File: src/core/uart9_pkg.sv
// Behaviour
// [RULE1] Timer one overflows per reload, prescale one/twelve
// [RULE2] Timer two counts sysclk/2, 16-bit reload
// [RULE3] Timer two independently clocks receive, transmit
// [RULE4] Clock select suppresses timer two interrupts
// [RULE5] Counter select clocks timer two from pin
// [RULE6] Frame: start, eight data LSB-first, ninth, stop
// [RULE7] Transmitter sends current ninth transmit bit
// [RULE8] Receiver captures ninth bit, ignores stop level
// [RULE9] Buffer write starts send; done at stop
// [RULE10] Receive only while receive enable set
// [RULE11] Accept only if done clear, filter passes
// [RULE12] Acceptance stores data, ninth bit, sets done
// [RULE13] Interrupt requested while either flag set
// [RULE14] Mode two rate sysclk/64 or sysclk/32
// [RULE15] Baud doubling resets to zero
// [RULE16] Mode three framing as two, timer rate
// [RULE17] Remote master marks addresses with ninth bit
// [RULE18] Filter mode interrupts only on address characters
// [RULE19] Timer one rate divides by 32 or 16
// [RULE20] Mode bits 10 select two, 11 three
// [RULE21] Only software clears the done flags
// [RULE22] Timer two rate divides by sixteen
package uart9_pkg;
	// ==========================================================
	// Clock and framing
	localparam int         CLK_HZ       = 10_000_000;
	localparam int         DATA_BITS    = 8;
	localparam int         FRAME_BITS   = 11;
	localparam int         OS_RATE      = 16;
	localparam logic [3:0] OS_LAST      = 4'(OS_RATE - 1);
	localparam logic [3:0] OS_HALF      = 4'(OS_RATE / 2 - 1);
	localparam logic [3:0] TX_STOP_IDX  = 4'(FRAME_BITS - 1);
	localparam logic [3:0] TX_LAST_IDX  = 4'(FRAME_BITS - 1);
	localparam logic [3:0] RX_NINTH_IDX = 4'(DATA_BITS);
	// ==========================================================
	// Baud sources
	localparam int         T1_PRESCALE  = 12;
	localparam logic [3:0] T1_PRE_LAST  = 4'(T1_PRESCALE - 1);
	localparam logic [7:0] T1_TOP       = 8'hFF;
	localparam logic [15:0] T2_TOP      = 16'hFFFF;
	localparam int         M2_DIV_SLOW  = 64;
	localparam int         M2_DIV_FAST  = 32;
	localparam logic [1:0] M2_LAST_SLOW = 2'(M2_DIV_SLOW / OS_RATE - 1);
	localparam logic [1:0] M2_LAST_FAST = 2'(M2_DIV_FAST / OS_RATE - 1);
	localparam logic [1:0] MODE_TWO     = 2'h2;
	localparam logic [1:0] MODE_THREE   = 2'h3;
	// ==========================================================
	// Reset values and buffering
	localparam logic       BAUD_DOUBLE_RST = 1'b0;
	localparam logic [7:0] BUF_RST         = 8'h00;
	localparam int         FIFO_DEPTH      = 16;
	// ==========================================================
	// State machines
	typedef enum logic {TX_IDLE = 1'b0, TX_SEND = 1'b1} tx_state_t;
	typedef enum logic [1:0] {
		RX_IDLE  = 2'b00,
		RX_START = 2'b01,
		RX_DATA  = 2'b11,
		RX_STOP  = 2'b10
	} rx_state_t;
endpackage

File: src/core/uart9_if.sv
// Timer overflow pulses from the baud generator
interface baud_if;
	logic t1_ovf;
	logic t2_ovf;
	modport gen (output t1_ovf, output t2_ovf);
	modport use_side (input t1_ovf, input t2_ovf);
endinterface

// Valid/ready stream between buffer and transmitter
interface stream_if #(parameter int WIDTH = 8);
	logic [WIDTH-1:0] data;
	logic             valid;
	logic             ready;
	modport src (output data, output valid, input ready);
	modport snk (input data, input valid, output ready);
endinterface

File: src/core/uart9_fifo.sv
module uart9_fifo
	import uart9_pkg::*;
#(
	parameter int WIDTH = 8,
	parameter int DEPTH = FIFO_DEPTH
) (
	// Clock and reset
	input  wire logic             clk_sys,
	input  wire logic             rst_b,
	// Fill side
	input  wire logic [WIDTH-1:0] in_data,
	input  wire logic             in_valid,
	output logic                  in_ready_reg,
	// Drain side
	stream_if.src                 out
);
	localparam int AW = $clog2(DEPTH);
	logic [WIDTH-1:0] mem_reg [DEPTH];
	logic [AW-1:0]    wr_ptr_reg;
	logic [AW-1:0]    rd_ptr_reg;
	logic [AW:0]      count_reg;
	logic             push;
	logic             pop;

	// Handshakes on both sides
	assign push      = in_valid && in_ready_reg;
	assign pop       = out.valid && out.ready;
	assign out.data  = mem_reg[rd_ptr_reg];
	assign out.valid = (count_reg != '0);

	// Storage write
	always_ff @(posedge clk_sys) begin
		if (push) begin
			mem_reg[wr_ptr_reg] <= in_data;
		end
	end

	// Pointers, fill level and registered ready
	always_ff @(posedge clk_sys) begin
		if (!rst_b) begin
			wr_ptr_reg   <= '0;
			rd_ptr_reg   <= '0;
			count_reg    <= '0;
			in_ready_reg <= 1'b1;
		end else begin
			if (push) begin
				wr_ptr_reg <= AW'((32'(wr_ptr_reg) + 1) % DEPTH);
			end
			if (pop) begin
				rd_ptr_reg <= AW'((32'(rd_ptr_reg) + 1) % DEPTH);
			end
			if (push && !pop) begin
				count_reg    <= count_reg + 1'b1;
				in_ready_reg <= (32'(count_reg) + 1 < DEPTH);
			end else if (pop && !push) begin
				count_reg    <= count_reg - 1'b1;
				in_ready_reg <= 1'b1;
			end
		end
	end
endmodule

File: src/core/uart9_baud.sv
module uart9_baud
	import uart9_pkg::*;
(
	// Clock and reset
	input  wire logic        clk_sys,
	input  wire logic        rst_b,
	// Timer one setup
	input  wire logic        timer1_tick_select,
	input  wire logic [7:0]  reload_hi,
	// Timer two setup
	input  wire logic        t2_run,
	input  wire logic        t2_counter_select,
	input  wire logic [7:0]  t2_reload_high,
	input  wire logic [7:0]  t2_reload_low,
	input  wire logic        t2_ext_pin,
	// Overflow pulses
	baud_if.gen              ovf
);
	logic [3:0]  pre_reg;
	logic [7:0]  t1_reg;
	logic        t1_ovf_reg;
	logic [15:0] t2_reg;
	logic        t2_ovf_reg;
	logic        half_reg;
	logic [2:0]  pin_sync_reg;
	logic        t1_tick;
	logic        t2_tick;

	assign ovf.t1_ovf = t1_ovf_reg;
	assign ovf.t2_ovf = t2_ovf_reg;

	// Timer one tick: every clock or every twelfth
	assign t1_tick = timer1_tick_select || (pre_reg == T1_PRE_LAST); // [RULE1]

	// Timer two tick: half clock or falling edge on pin
	assign t2_tick = t2_counter_select ? (pin_sync_reg[2] && !pin_sync_reg[1]) // [RULE5]
		: half_reg; // [RULE2]

	// Prescaler and half-rate toggle
	always_ff @(posedge clk_sys) begin
		if (!rst_b) begin
			pre_reg  <= '0;
			half_reg <= 1'b0;
		end else begin
			pre_reg  <= (pre_reg == T1_PRE_LAST) ? 4'h0 : pre_reg + 4'h1;
			half_reg <= !half_reg;
		end
	end

	// Pin synchroniser, third stage for edge detect
	always_ff @(posedge clk_sys) begin
		if (!rst_b) begin
			pin_sync_reg <= 3'h7;
		end else begin
			pin_sync_reg <= {pin_sync_reg[1:0], t2_ext_pin};
		end
	end

	// Timer one 8-bit auto-reload
	always_ff @(posedge clk_sys) begin
		if (!rst_b) begin
			t1_reg     <= '0;
			t1_ovf_reg <= 1'b0;
		end else begin
			t1_ovf_reg <= t1_tick && (t1_reg == T1_TOP);
			if (t1_tick) begin
				t1_reg <= (t1_reg == T1_TOP) ? reload_hi : t1_reg + 8'h01; // [RULE1]
			end
		end
	end

	// Timer two 16-bit auto-reload, baud generator only
	always_ff @(posedge clk_sys) begin
		if (!rst_b) begin
			t2_reg     <= '0;
			t2_ovf_reg <= 1'b0;
		end else begin
			t2_ovf_reg <= t2_run && t2_tick && (t2_reg == T2_TOP);
			// Parked at the reload while idle, so the first period is a full one
			if (!t2_run) begin
				t2_reg <= {t2_reload_high, t2_reload_low};
			end else if (t2_tick) begin
				t2_reg <= (t2_reg == T2_TOP) ? {t2_reload_high, t2_reload_low} // [RULE2]
					: t2_reg + 16'h0001;
			end
		end
	end
endmodule

File: src/core/uart9_top.sv
module uart9_top
	import uart9_pkg::*;
(
	// Clock and reset
	input  wire logic       clk_sys,
	input  wire logic       rst_b,
	// Mode and rate control
	input  wire logic       mode_sel_hi,
	input  wire logic       mode_sel_lo,
	input  wire logic       baud_double,
	input  wire logic       timer1_tick_select,
	input  wire logic [7:0] reload_hi,
	input  wire logic       rx_clock_select,
	input  wire logic       tx_clock_select,
	input  wire logic       t2_counter_select,
	input  wire logic [7:0] t2_reload_high,
	input  wire logic [7:0] t2_reload_low,
	input  wire logic       t2_ext_pin,
	// Serial control bits
	input  wire logic       address_filter_mode,
	input  wire logic       rx_enable,
	input  wire logic       ninth_tx_bit,
	input  wire logic       tx_done_clr,
	input  wire logic       rx_done_clr,
	input  wire logic       serial_int_enable,
	// Transmit buffer write
	input  wire logic [7:0] serial_buffer_wr_data,
	input  wire logic       serial_buffer_wr,
	output logic            serial_buffer_wr_ready,
	// Receive side and status
	output logic [7:0]      serial_buffer_rx_reg,
	output logic            ninth_rx_bit_reg,
	output logic            tx_done_flag_reg,
	output logic            rx_done_flag_reg,
	output logic            serial_irq_reg,
	output logic            t2_irq_block_reg,
	output logic            tx_busy_reg,
	output logic            baud_double_reg,
	// Serial pins
	input  wire logic       rx_pin,
	output logic            tx_pin_reg
);
	// ==========================================================
	// Declarations
	baud_if            bif ();
	stream_if #(.WIDTH(DATA_BITS)) txq ();
	tx_state_t         tx_state_reg;
	rx_state_t         rx_state_reg;
	logic [1:0]        mode;
	logic              mode_nine;
	logic [1:0]        rx_m2_reg;
	logic [1:0]        tx_m2_reg;
	logic              t1_half_reg;
	logic              t1_os;
	logic              rx_tick;
	logic              tx_tick;
	logic [FRAME_BITS-1:0] tx_shift_reg;
	logic [3:0]        tx_sub_reg;
	logic [3:0]        tx_idx_reg;
	logic              tx_load;
	logic              tx_set;
	logic [1:0]        rx_sync_reg;
	logic [3:0]        rx_sub_reg;
	logic [3:0]        rx_idx_reg;
	logic [DATA_BITS:0] rx_shift_reg;
	logic              rx_accept;
	logic              rx_set;

	// Mode decode: only 9-bit modes run here
	assign mode      = {mode_sel_hi, mode_sel_lo};
	assign mode_nine = (mode == MODE_TWO) || (mode == MODE_THREE); // [RULE20]

	// ==========================================================
	// Baud generation
	uart9_baud u_baud (
		.clk_sys            (clk_sys),
		.rst_b              (rst_b),
		.timer1_tick_select (timer1_tick_select),
		.reload_hi          (reload_hi),
		.t2_run             (rx_clock_select || tx_clock_select), // [RULE4]
		.t2_counter_select  (t2_counter_select),
		.t2_reload_high     (t2_reload_high),
		.t2_reload_low      (t2_reload_low),
		.t2_ext_pin         (t2_ext_pin),
		.ovf                (bif.gen)
	);

	// Doubling latch, timer one halving and mode two dividers
	always_ff @(posedge clk_sys) begin
		if (!rst_b) begin
			baud_double_reg <= BAUD_DOUBLE_RST; // [RULE15]
			t1_half_reg     <= 1'b0;
			rx_m2_reg       <= '0;
			tx_m2_reg       <= '0;
		end else begin
			baud_double_reg <= baud_double;
			if (bif.t1_ovf) begin
				t1_half_reg <= !t1_half_reg;
			end
			rx_m2_reg <= rx_tick ? 2'h0 : rx_m2_reg + 2'h1;
			tx_m2_reg <= tx_tick ? 2'h0 : tx_m2_reg + 2'h1;
		end
	end

	// Timer one oversample tick: every overflow, or every second
	assign t1_os = bif.t1_ovf && (baud_double_reg || t1_half_reg); // [RULE19]

	// Oversample ticks per direction
	function automatic logic os_tick(input logic [1:0] md, input logic dbl, input logic sel_t2,
		input logic [1:0] m2cnt, input logic t2o, input logic t1o);
		if (md == MODE_TWO) begin
			os_tick = (m2cnt >= (dbl ? M2_LAST_FAST : M2_LAST_SLOW)); // [RULE14]
		end else begin
			os_tick = sel_t2 ? t2o : t1o; // [RULE16] [RULE22]
		end
	endfunction

	// Every source passed in; outside mode two each tick follows only the overflow that its own clock select picks
	assign rx_tick = os_tick(mode, baud_double_reg, rx_clock_select, rx_m2_reg,
		bif.t2_ovf, t1_os); // [RULE3]
	assign tx_tick = os_tick(mode, baud_double_reg, tx_clock_select, tx_m2_reg,
		bif.t2_ovf, t1_os); // [RULE3]

	// Timer two interrupt suppression while it clocks the port
	always_ff @(posedge clk_sys) begin
		if (!rst_b) begin
			t2_irq_block_reg <= 1'b0;
		end else begin
			t2_irq_block_reg <= rx_clock_select || tx_clock_select; // [RULE4]
		end
	end

	// ==========================================================
	// Transmit buffer
	uart9_fifo #(.WIDTH(DATA_BITS), .DEPTH(FIFO_DEPTH)) u_fifo (
		.clk_sys      (clk_sys),
		.rst_b        (rst_b),
		.in_data      (serial_buffer_wr_data),
		.in_valid     (serial_buffer_wr), // [RULE9]
		.in_ready_reg (serial_buffer_wr_ready),
		.out          (txq.src)
	);

	assign tx_load   = (tx_state_reg == TX_IDLE) && mode_nine && txq.valid && tx_tick;
	assign txq.ready = tx_load;

	// Transmitter sequencing
	always_ff @(posedge clk_sys) begin
		if (!rst_b) begin
			tx_state_reg <= TX_IDLE;
			tx_shift_reg <= '1;
			tx_sub_reg   <= '0;
			tx_idx_reg   <= '0;
		end else begin
			unique case (tx_state_reg)
				TX_IDLE: begin
					if (tx_load) begin
						tx_shift_reg <= {1'b1, ninth_tx_bit, txq.data, 1'b0}; // [RULE6] [RULE7]
						tx_sub_reg   <= '0;
						tx_idx_reg   <= '0;
						tx_state_reg <= TX_SEND;
					end
				end
				TX_SEND: begin
					if (tx_tick) begin
						tx_sub_reg <= tx_sub_reg + 4'h1;
						if (tx_sub_reg == OS_LAST) begin
							tx_shift_reg <= {1'b1, tx_shift_reg[FRAME_BITS-1:1]}; // [RULE6]
							tx_idx_reg   <= tx_idx_reg + 4'h1;
							if (tx_idx_reg == TX_LAST_IDX) begin
								tx_state_reg <= TX_IDLE;
							end
						end
					end
				end
			endcase
		end
	end

	// Done raised as the stop bit begins
	assign tx_set = (tx_state_reg == TX_SEND) && tx_tick && (tx_sub_reg == OS_LAST)
		&& (tx_idx_reg == TX_STOP_IDX - 4'h1); // [RULE9]

	// Line driver and busy indication
	always_ff @(posedge clk_sys) begin
		if (!rst_b) begin
			tx_pin_reg  <= 1'b1;
			tx_busy_reg <= 1'b0;
		end else begin
			tx_pin_reg  <= (tx_state_reg == TX_SEND) ? tx_shift_reg[0] : 1'b1;
			tx_busy_reg <= (tx_state_reg == TX_SEND) || txq.valid;
		end
	end

	// ==========================================================
	// Receiver
	always_ff @(posedge clk_sys) begin
		if (!rst_b) begin
			rx_sync_reg <= 2'h3;
		end else begin
			rx_sync_reg <= {rx_sync_reg[0], rx_pin};
		end
	end

	// Receive sequencing, sampled mid-bit at 16x
	always_ff @(posedge clk_sys) begin
		if (!rst_b) begin
			rx_state_reg <= RX_IDLE;
			rx_sub_reg   <= '0;
			rx_idx_reg   <= '0;
			rx_shift_reg <= '0;
		end else if (rx_tick) begin
			rx_sub_reg <= rx_sub_reg + 4'h1;
			unique case (rx_state_reg)
				RX_IDLE: begin
					rx_sub_reg <= '0;
					if (rx_enable && mode_nine && !rx_sync_reg[1]) begin // [RULE10]
						rx_state_reg <= RX_START;
					end
				end
				RX_START: begin
					if (rx_sub_reg == OS_HALF) begin
						rx_sub_reg   <= '0;
						rx_idx_reg   <= '0;
						rx_state_reg <= rx_sync_reg[1] ? RX_IDLE : RX_DATA;
					end
				end
				RX_DATA: begin
					if (rx_sub_reg == OS_LAST) begin
						rx_shift_reg <= {rx_sync_reg[1], rx_shift_reg[DATA_BITS:1]}; // [RULE6]
						rx_idx_reg   <= rx_idx_reg + 4'h1;
						if (rx_idx_reg == RX_NINTH_IDX) begin
							rx_state_reg <= RX_STOP;
						end
					end
				end
				RX_STOP: begin
					if (rx_sub_reg == OS_LAST) begin
						rx_state_reg <= RX_IDLE; // [RULE8]
					end
				end
			endcase
		end
	end

	// Acceptance at mid-stop; stop level deliberately unchecked
	assign rx_accept = (rx_state_reg == RX_STOP) && rx_tick && (rx_sub_reg == OS_LAST)
		&& !rx_done_flag_reg // [RULE11]
		&& (!address_filter_mode || rx_shift_reg[DATA_BITS]); // [RULE11] [RULE18]
	assign rx_set = rx_accept;

	// Receive buffer and ninth bit load
	always_ff @(posedge clk_sys) begin
		if (!rst_b) begin
			serial_buffer_rx_reg <= BUF_RST;
			ninth_rx_bit_reg     <= 1'b0;
		end else if (rx_accept) begin
			serial_buffer_rx_reg <= rx_shift_reg[DATA_BITS-1:0]; // [RULE12]
			ninth_rx_bit_reg     <= rx_shift_reg[DATA_BITS]; // [RULE8] [RULE12]
		end
	end

	// ==========================================================
	// Flags and interrupt request; a set beats a clear
	always_ff @(posedge clk_sys) begin
		if (!rst_b) begin
			tx_done_flag_reg <= 1'b0;
			rx_done_flag_reg <= 1'b0;
			serial_irq_reg   <= 1'b0;
		end else begin
			tx_done_flag_reg <= tx_set || (tx_done_flag_reg && !tx_done_clr); // [RULE21]
			rx_done_flag_reg <= rx_set || (rx_done_flag_reg && !rx_done_clr); // [RULE12] [RULE21]
			serial_irq_reg   <= serial_int_enable
				&& (tx_done_flag_reg || rx_done_flag_reg); // [RULE13]
		end
	end
endmodule

File: config.mk
export PLATFORM = sky130hd
export DESIGN_NAME = uart9_top
export DESIGN_NICKNAME = d
export VERILOG_FILES = /design/src/core/uart9_pkg.sv /design/src/core/uart9_if.sv /design/src/core/uart9_fifo.sv /design/src/core/uart9_baud.sv /design/src/core/uart9_top.sv
export SDC_FILE = /design/constraint.sdc
export NUM_CORES = 1
export LEC_CHECK = 0
export BUFFER_PORTS_ARGS = -buffer_cell sky130_fd_sc_hd__buf_4
export CORE_ASPECT_RATIO = 1.75
export CORE_MARGIN = 2
export CORE_UTILIZATION = 39
export CTS_CLUSTER_DIAMETER = 200
export DETAILED_ROUTE_END_ITERATION = 12
export PLACE_DENSITY = 0.64
export SKIP_CTS_REPAIR_TIMING = 1
export SKIP_LAST_GASP = 1
export SYNTH_ARGS = -nofsm -noshare
export SYNTH_HDL_FRONTEND = slang
export SYNTH_SLANG_ARGS = --single-unit
File: constraint.sdc
create_clock -name clk_sys -period 2.9 [get_ports clk_sys]
set_input_delay 0.145 -clock clk_sys [delete_from_list [all_inputs] [get_ports clk_sys]]
set_output_delay 0.145 -clock clk_sys [all_outputs]
set_load 0.005 [all_outputs]
==> flow_summary.yaml <==
sta:
  post-route-min-period_ns: 2.704
  maxClockFrequency_mhz: 369.8
  setup_violations: 0
  totalNegativeSetupSlack_ns: 0
  fin_worst_hold_slack_ns: -0.01554
  timing.final.hold_violations: 1
  timing.max_slew.rel_slack_pct: 29.29
  layout_worst_path_cycle_share_pct: 93.25
  clock-skew-final_ns: 0.01039
  report.final.slew_viol_count: 0
  worst-slew-pin-transition_ns: 1.053
  grt_setup_unrepaired: "no"
synthesis:
  yosysMostFrequentCell: "sky130_fd_sc_hd__edfxtp_1"
  netlist_instances: 819
  main_combinational_cell_family_by_area_after_synthesis: "simple AND/OR/NAND/NOR gates"
  synth-simple-area-share_pct: 13.05
  synth_enable_flop_cells: 128
  ys_dominant_reg_cell: "sky130_fd_sc_hd__edfxtp_1"
  synth-async-reset-ratio_pct: 0
  ys_types: 70
  yosys_top_cell_area_share_pct: 37.79
  synthesis.yosys.warnings: 0
  synth_compound_area_share_pct: 10.60
  post_synth_instance_area_sq_um: 10170
  synth_mux_area_share_pct: 9.472
  netlist_top_cells_area: "sky130_fd_sc_hd__edfxtp_1, sky130_fd_sc_hd__dfxtp_1, sky130_fd_sc_hd__mux4_2"
  postSynthRegisterBits: 241
  synth_xor_xnor_area_share_pct: 1.292
  yosys.area_share.adder_pct: 2.780
  synth.cells.most_frequent: "sky130_fd_sc_hd__edfxtp_1, sky130_fd_sc_hd__dfxtp_1, sky130_fd_sc_hd__nor2_1, sky130_fd_sc_hd__a21oi_1, sky130_fd_sc_hd__nand2_1"
  synthesized_netlist_net_count: 891
  area_leader_netlist: "sky130_fd_sc_hd__edfxtp_1"
  seq_area_frac_synth_pct: 60.03
  synth.avg_cell_area_sq_um: 12.42
layout:
  flow.area_growth_from_synthesis_pct: 18.83
  number_of_diodes_added_for_antenna_fixing: 0
  largest_reg_flops: 128
  design.final.nets: 991
  finalNonFillerCells: 1255
  drive_above_1_share_pct: 19.47
cts:
  worstSkewPairLatency_ns: 0.50
  cts_inserted_buffers: 22
  root_buffer: "sky130_fd_sc_hd__clkbuf_16"
  cts.sink_count: 241
  clk_pin_slew_ns: 0.07
  ctsLongestPathBuffers: 3
  cts_htree_levels: 1
  tritoncts: "done"
die:
  die_x_microns: 126.1
  fp.coreArea_sq_um: 25760
  die_area_sq_um: 27440
  die_y_microns: 217.6
  top_level_ports: 67
  initial_core_utilization_pct: 39.48
  placementRows: 78
drt:
  detail-route-antenna-nets: 0
  dr_total_vias: 6714
  route.final.wire_length_microns: 21890
  route.detailed.wl_per_inst_microns: 17.44
  drt_drc_violations_left: 0
  drt_first_iter_violations: 314
  routed_via_density: 5.350
  firstDrtPassIters: 4
pwr:
  power_mw: 7.342
  power.ir.vdd_worst_uv: 408.6
  power.density_nw_per_um2: 607.5
  total_leakage_power_nw: 4.323
status:
  violations_in_the_final_reports: "hold timing"
  status: "finished, violations left"
setup_path:
  timing.critical_path.from_type: "register"
  criticalPathCategory: "register to register"
  critPathMaxFanout: 5
  critPathArrivalTime_ns: 3.14
  worstSetupEndpointType: "register"
  critPathRequiredTime_ns: 3.33
placement:
  place.detailed.instances: 1181
  globalplace.congestion: 0.8315
  post_dp_hpwl_microns: 15320
  quantity_of_i_o_buffers_inserted_on_ports: 66
global_routing:
  pin_count_of_the_biggest_net_entering_global_routing: 44
  antenna_found_initial: 0
  global_route.overflow_total: 0
  groute.usage.overall_pct: 15.83
  first_global_vias: 6831
  global_route_wire_length_before_repair_microns: 35110
worst_hold_path:
  hold_class: "primary input to register"
flow_run:
  max-cap-violations: 0
==> through the flow <==
step                      cell area (sq um)  hold slack, ns  setup WS (ns)  utilization (%)
final                                 12090        -0.01554         0.1957            46.91
after global routing                  12090         0.02217        0.01414            46.91
after CTS                             11740         -0.1910         0.1552            45.58
after detailed placement              11020          0.3374         0.1759            42.77
after global placement                11020          0.3376         0.2311            42.77
after floorplan                       10180          0.2439        0.01407                -
==> worst max-delay path, stage by stage (launching register included) <==
cell	delay, ns
sky130_fd_sc_hd__dfxtp_1	0.34
sky130_fd_sc_hd__ha_1	0.29
sky130_fd_sc_hd__a211o_1	0.27
sky130_fd_sc_hd__and3_1	0.17
sky130_fd_sc_hd__inv_2	0.06
sky130_fd_sc_hd__ha_1	0.19
sky130_fd_sc_hd__inv_2	0.08
sky130_fd_sc_hd__fa_2	0.35
sky130_fd_sc_hd__a21o_1	0.18
sky130_fd_sc_hd__a21oi_2	0.16
sky130_fd_sc_hd__xnor2_1	0.09
sky130_fd_sc_hd__or3_1	0.31
sky130_fd_sc_hd__a21oi_1	0.14
==> routing by layer <==
| layer | share of wire, % | global-route usage, % | vias up |
|---|---|---|---|
| met2 | 55 | 30.99 | 134 |
| met3 | 3.3 | 2.257 | 42 |
| met1 | 37 | 16.44 | 3248 |
| met5 | 0 | 0 | - |
| met4 | 4.0 | 6.886 | 0 |
| li1 | - | - | 3290 |
==> cells in the final DEF, fill, tap and decap left out, types with 4 or more instances in the layout <==
master | Yosys | routed
sky130_fd_sc_hd__ha_1 | 21 | 21
sky130_fd_sc_hd__or3_1 | 8 | 8
sky130_fd_sc_hd__xnor2_1 | 10 | 10
sky130_fd_sc_hd__a31oi_1 | 10 | 10
sky130_fd_sc_hd__and3_1 | 6 | 6
sky130_fd_sc_hd__edfxtp_1 | 128 | 128
sky130_fd_sc_hd__nand2b_1 | 15 | 15
sky130_fd_sc_hd__nand2_1 | 42 | 42
sky130_fd_sc_hd__nor2_1 | 78 | 78
sky130_fd_sc_hd__o221a_2 | 5 | 5
sky130_fd_sc_hd__mux2i_1 | 22 | 22
sky130_fd_sc_hd__and2_1 | 6 | 6
sky130_fd_sc_hd__nor2b_1 | 6 | 6
sky130_fd_sc_hd__buf_4 | 0 | 84
sky130_fd_sc_hd__o21ai_0 | 35 | 35
sky130_fd_sc_hd__nor4_1 | 4 | 4
sky130_fd_sc_hd__a22oi_1 | 18 | 18
sky130_fd_sc_hd__o21a_1 | 5 | 5
sky130_fd_sc_hd__o2111ai_1 | 5 | 5
sky130_fd_sc_hd__dfxtp_1 | 113 | 112
sky130_fd_sc_hd__a21oi_1 | 46 | 45
sky130_fd_sc_hd__clkinv_2 | 0 | 5
sky130_fd_sc_hd__o31ai_1 | 4 | 4
sky130_fd_sc_hd__dlygate4sd3_1 | 0 | 34
sky130_fd_sc_hd__nand4_1 | 11 | 11
sky130_fd_sc_hd__inv_1 | 18 | 17
sky130_fd_sc_hd__nor3_1 | 27 | 27
sky130_fd_sc_hd__a221oi_1 | 8 | 8
sky130_fd_sc_hd__xor2_1 | 5 | 5
sky130_fd_sc_hd__nand3_1 | 31 | 31
sky130_fd_sc_hd__mux4_2 | 32 | 32
sky130_fd_sc_hd__clkbuf_16 | 0 | 23
==> final cells by class <==
class / instances / area (sq um)
Clock buffer: 24 / 579.3
Clock inverter: 16 / 143.9
Fill cell: 2340 / 13680
Inverter: 20 / 75.07
Multi-Input combinational cell: 515 / 3790
Sequential cell: 241 / 6107
Tap cell: 320 / 400.4
Timing Repair Buffer: 119 / 991.0
==> worst paths after layout <==
| kind | start | to | slack [ns] | cells past startpoint |
|---|---|---|---|---|
| hold / removal | t2_reload_low[6] | u_baud.t2_reg[6] | -0.02 | 3 |
| setup reg to reg | baud_double_reg | u_fifo.count_reg[4] | 0.20 | 12 |
| hold reg to reg | u_baud.pin_sync_reg[0] | u_baud.pin_sync_reg[1] | 0.42 | 1 |
| setup / recovery | baud_double_reg | u_fifo.count_reg[4] | 0.20 | 12 |
==> report_power, final <==
group          internal [mW]  switching (mW)  total (mW)
registers               3.69          0.0755        3.76
logic                  0.325           0.360       0.685
clock network           1.63            1.26        2.89
==> kinds of logic (layout without fill, tap and decap cells) <==
family          Yosys count  count (layout)
fa+ha+maj                22              22
compound gates          163             163
simple gates            259             259
flops                   241             241
xor+xnor                 15              15
mux                      56              56
buf+inv                  63             179
(Power assumes the default switching activity.)
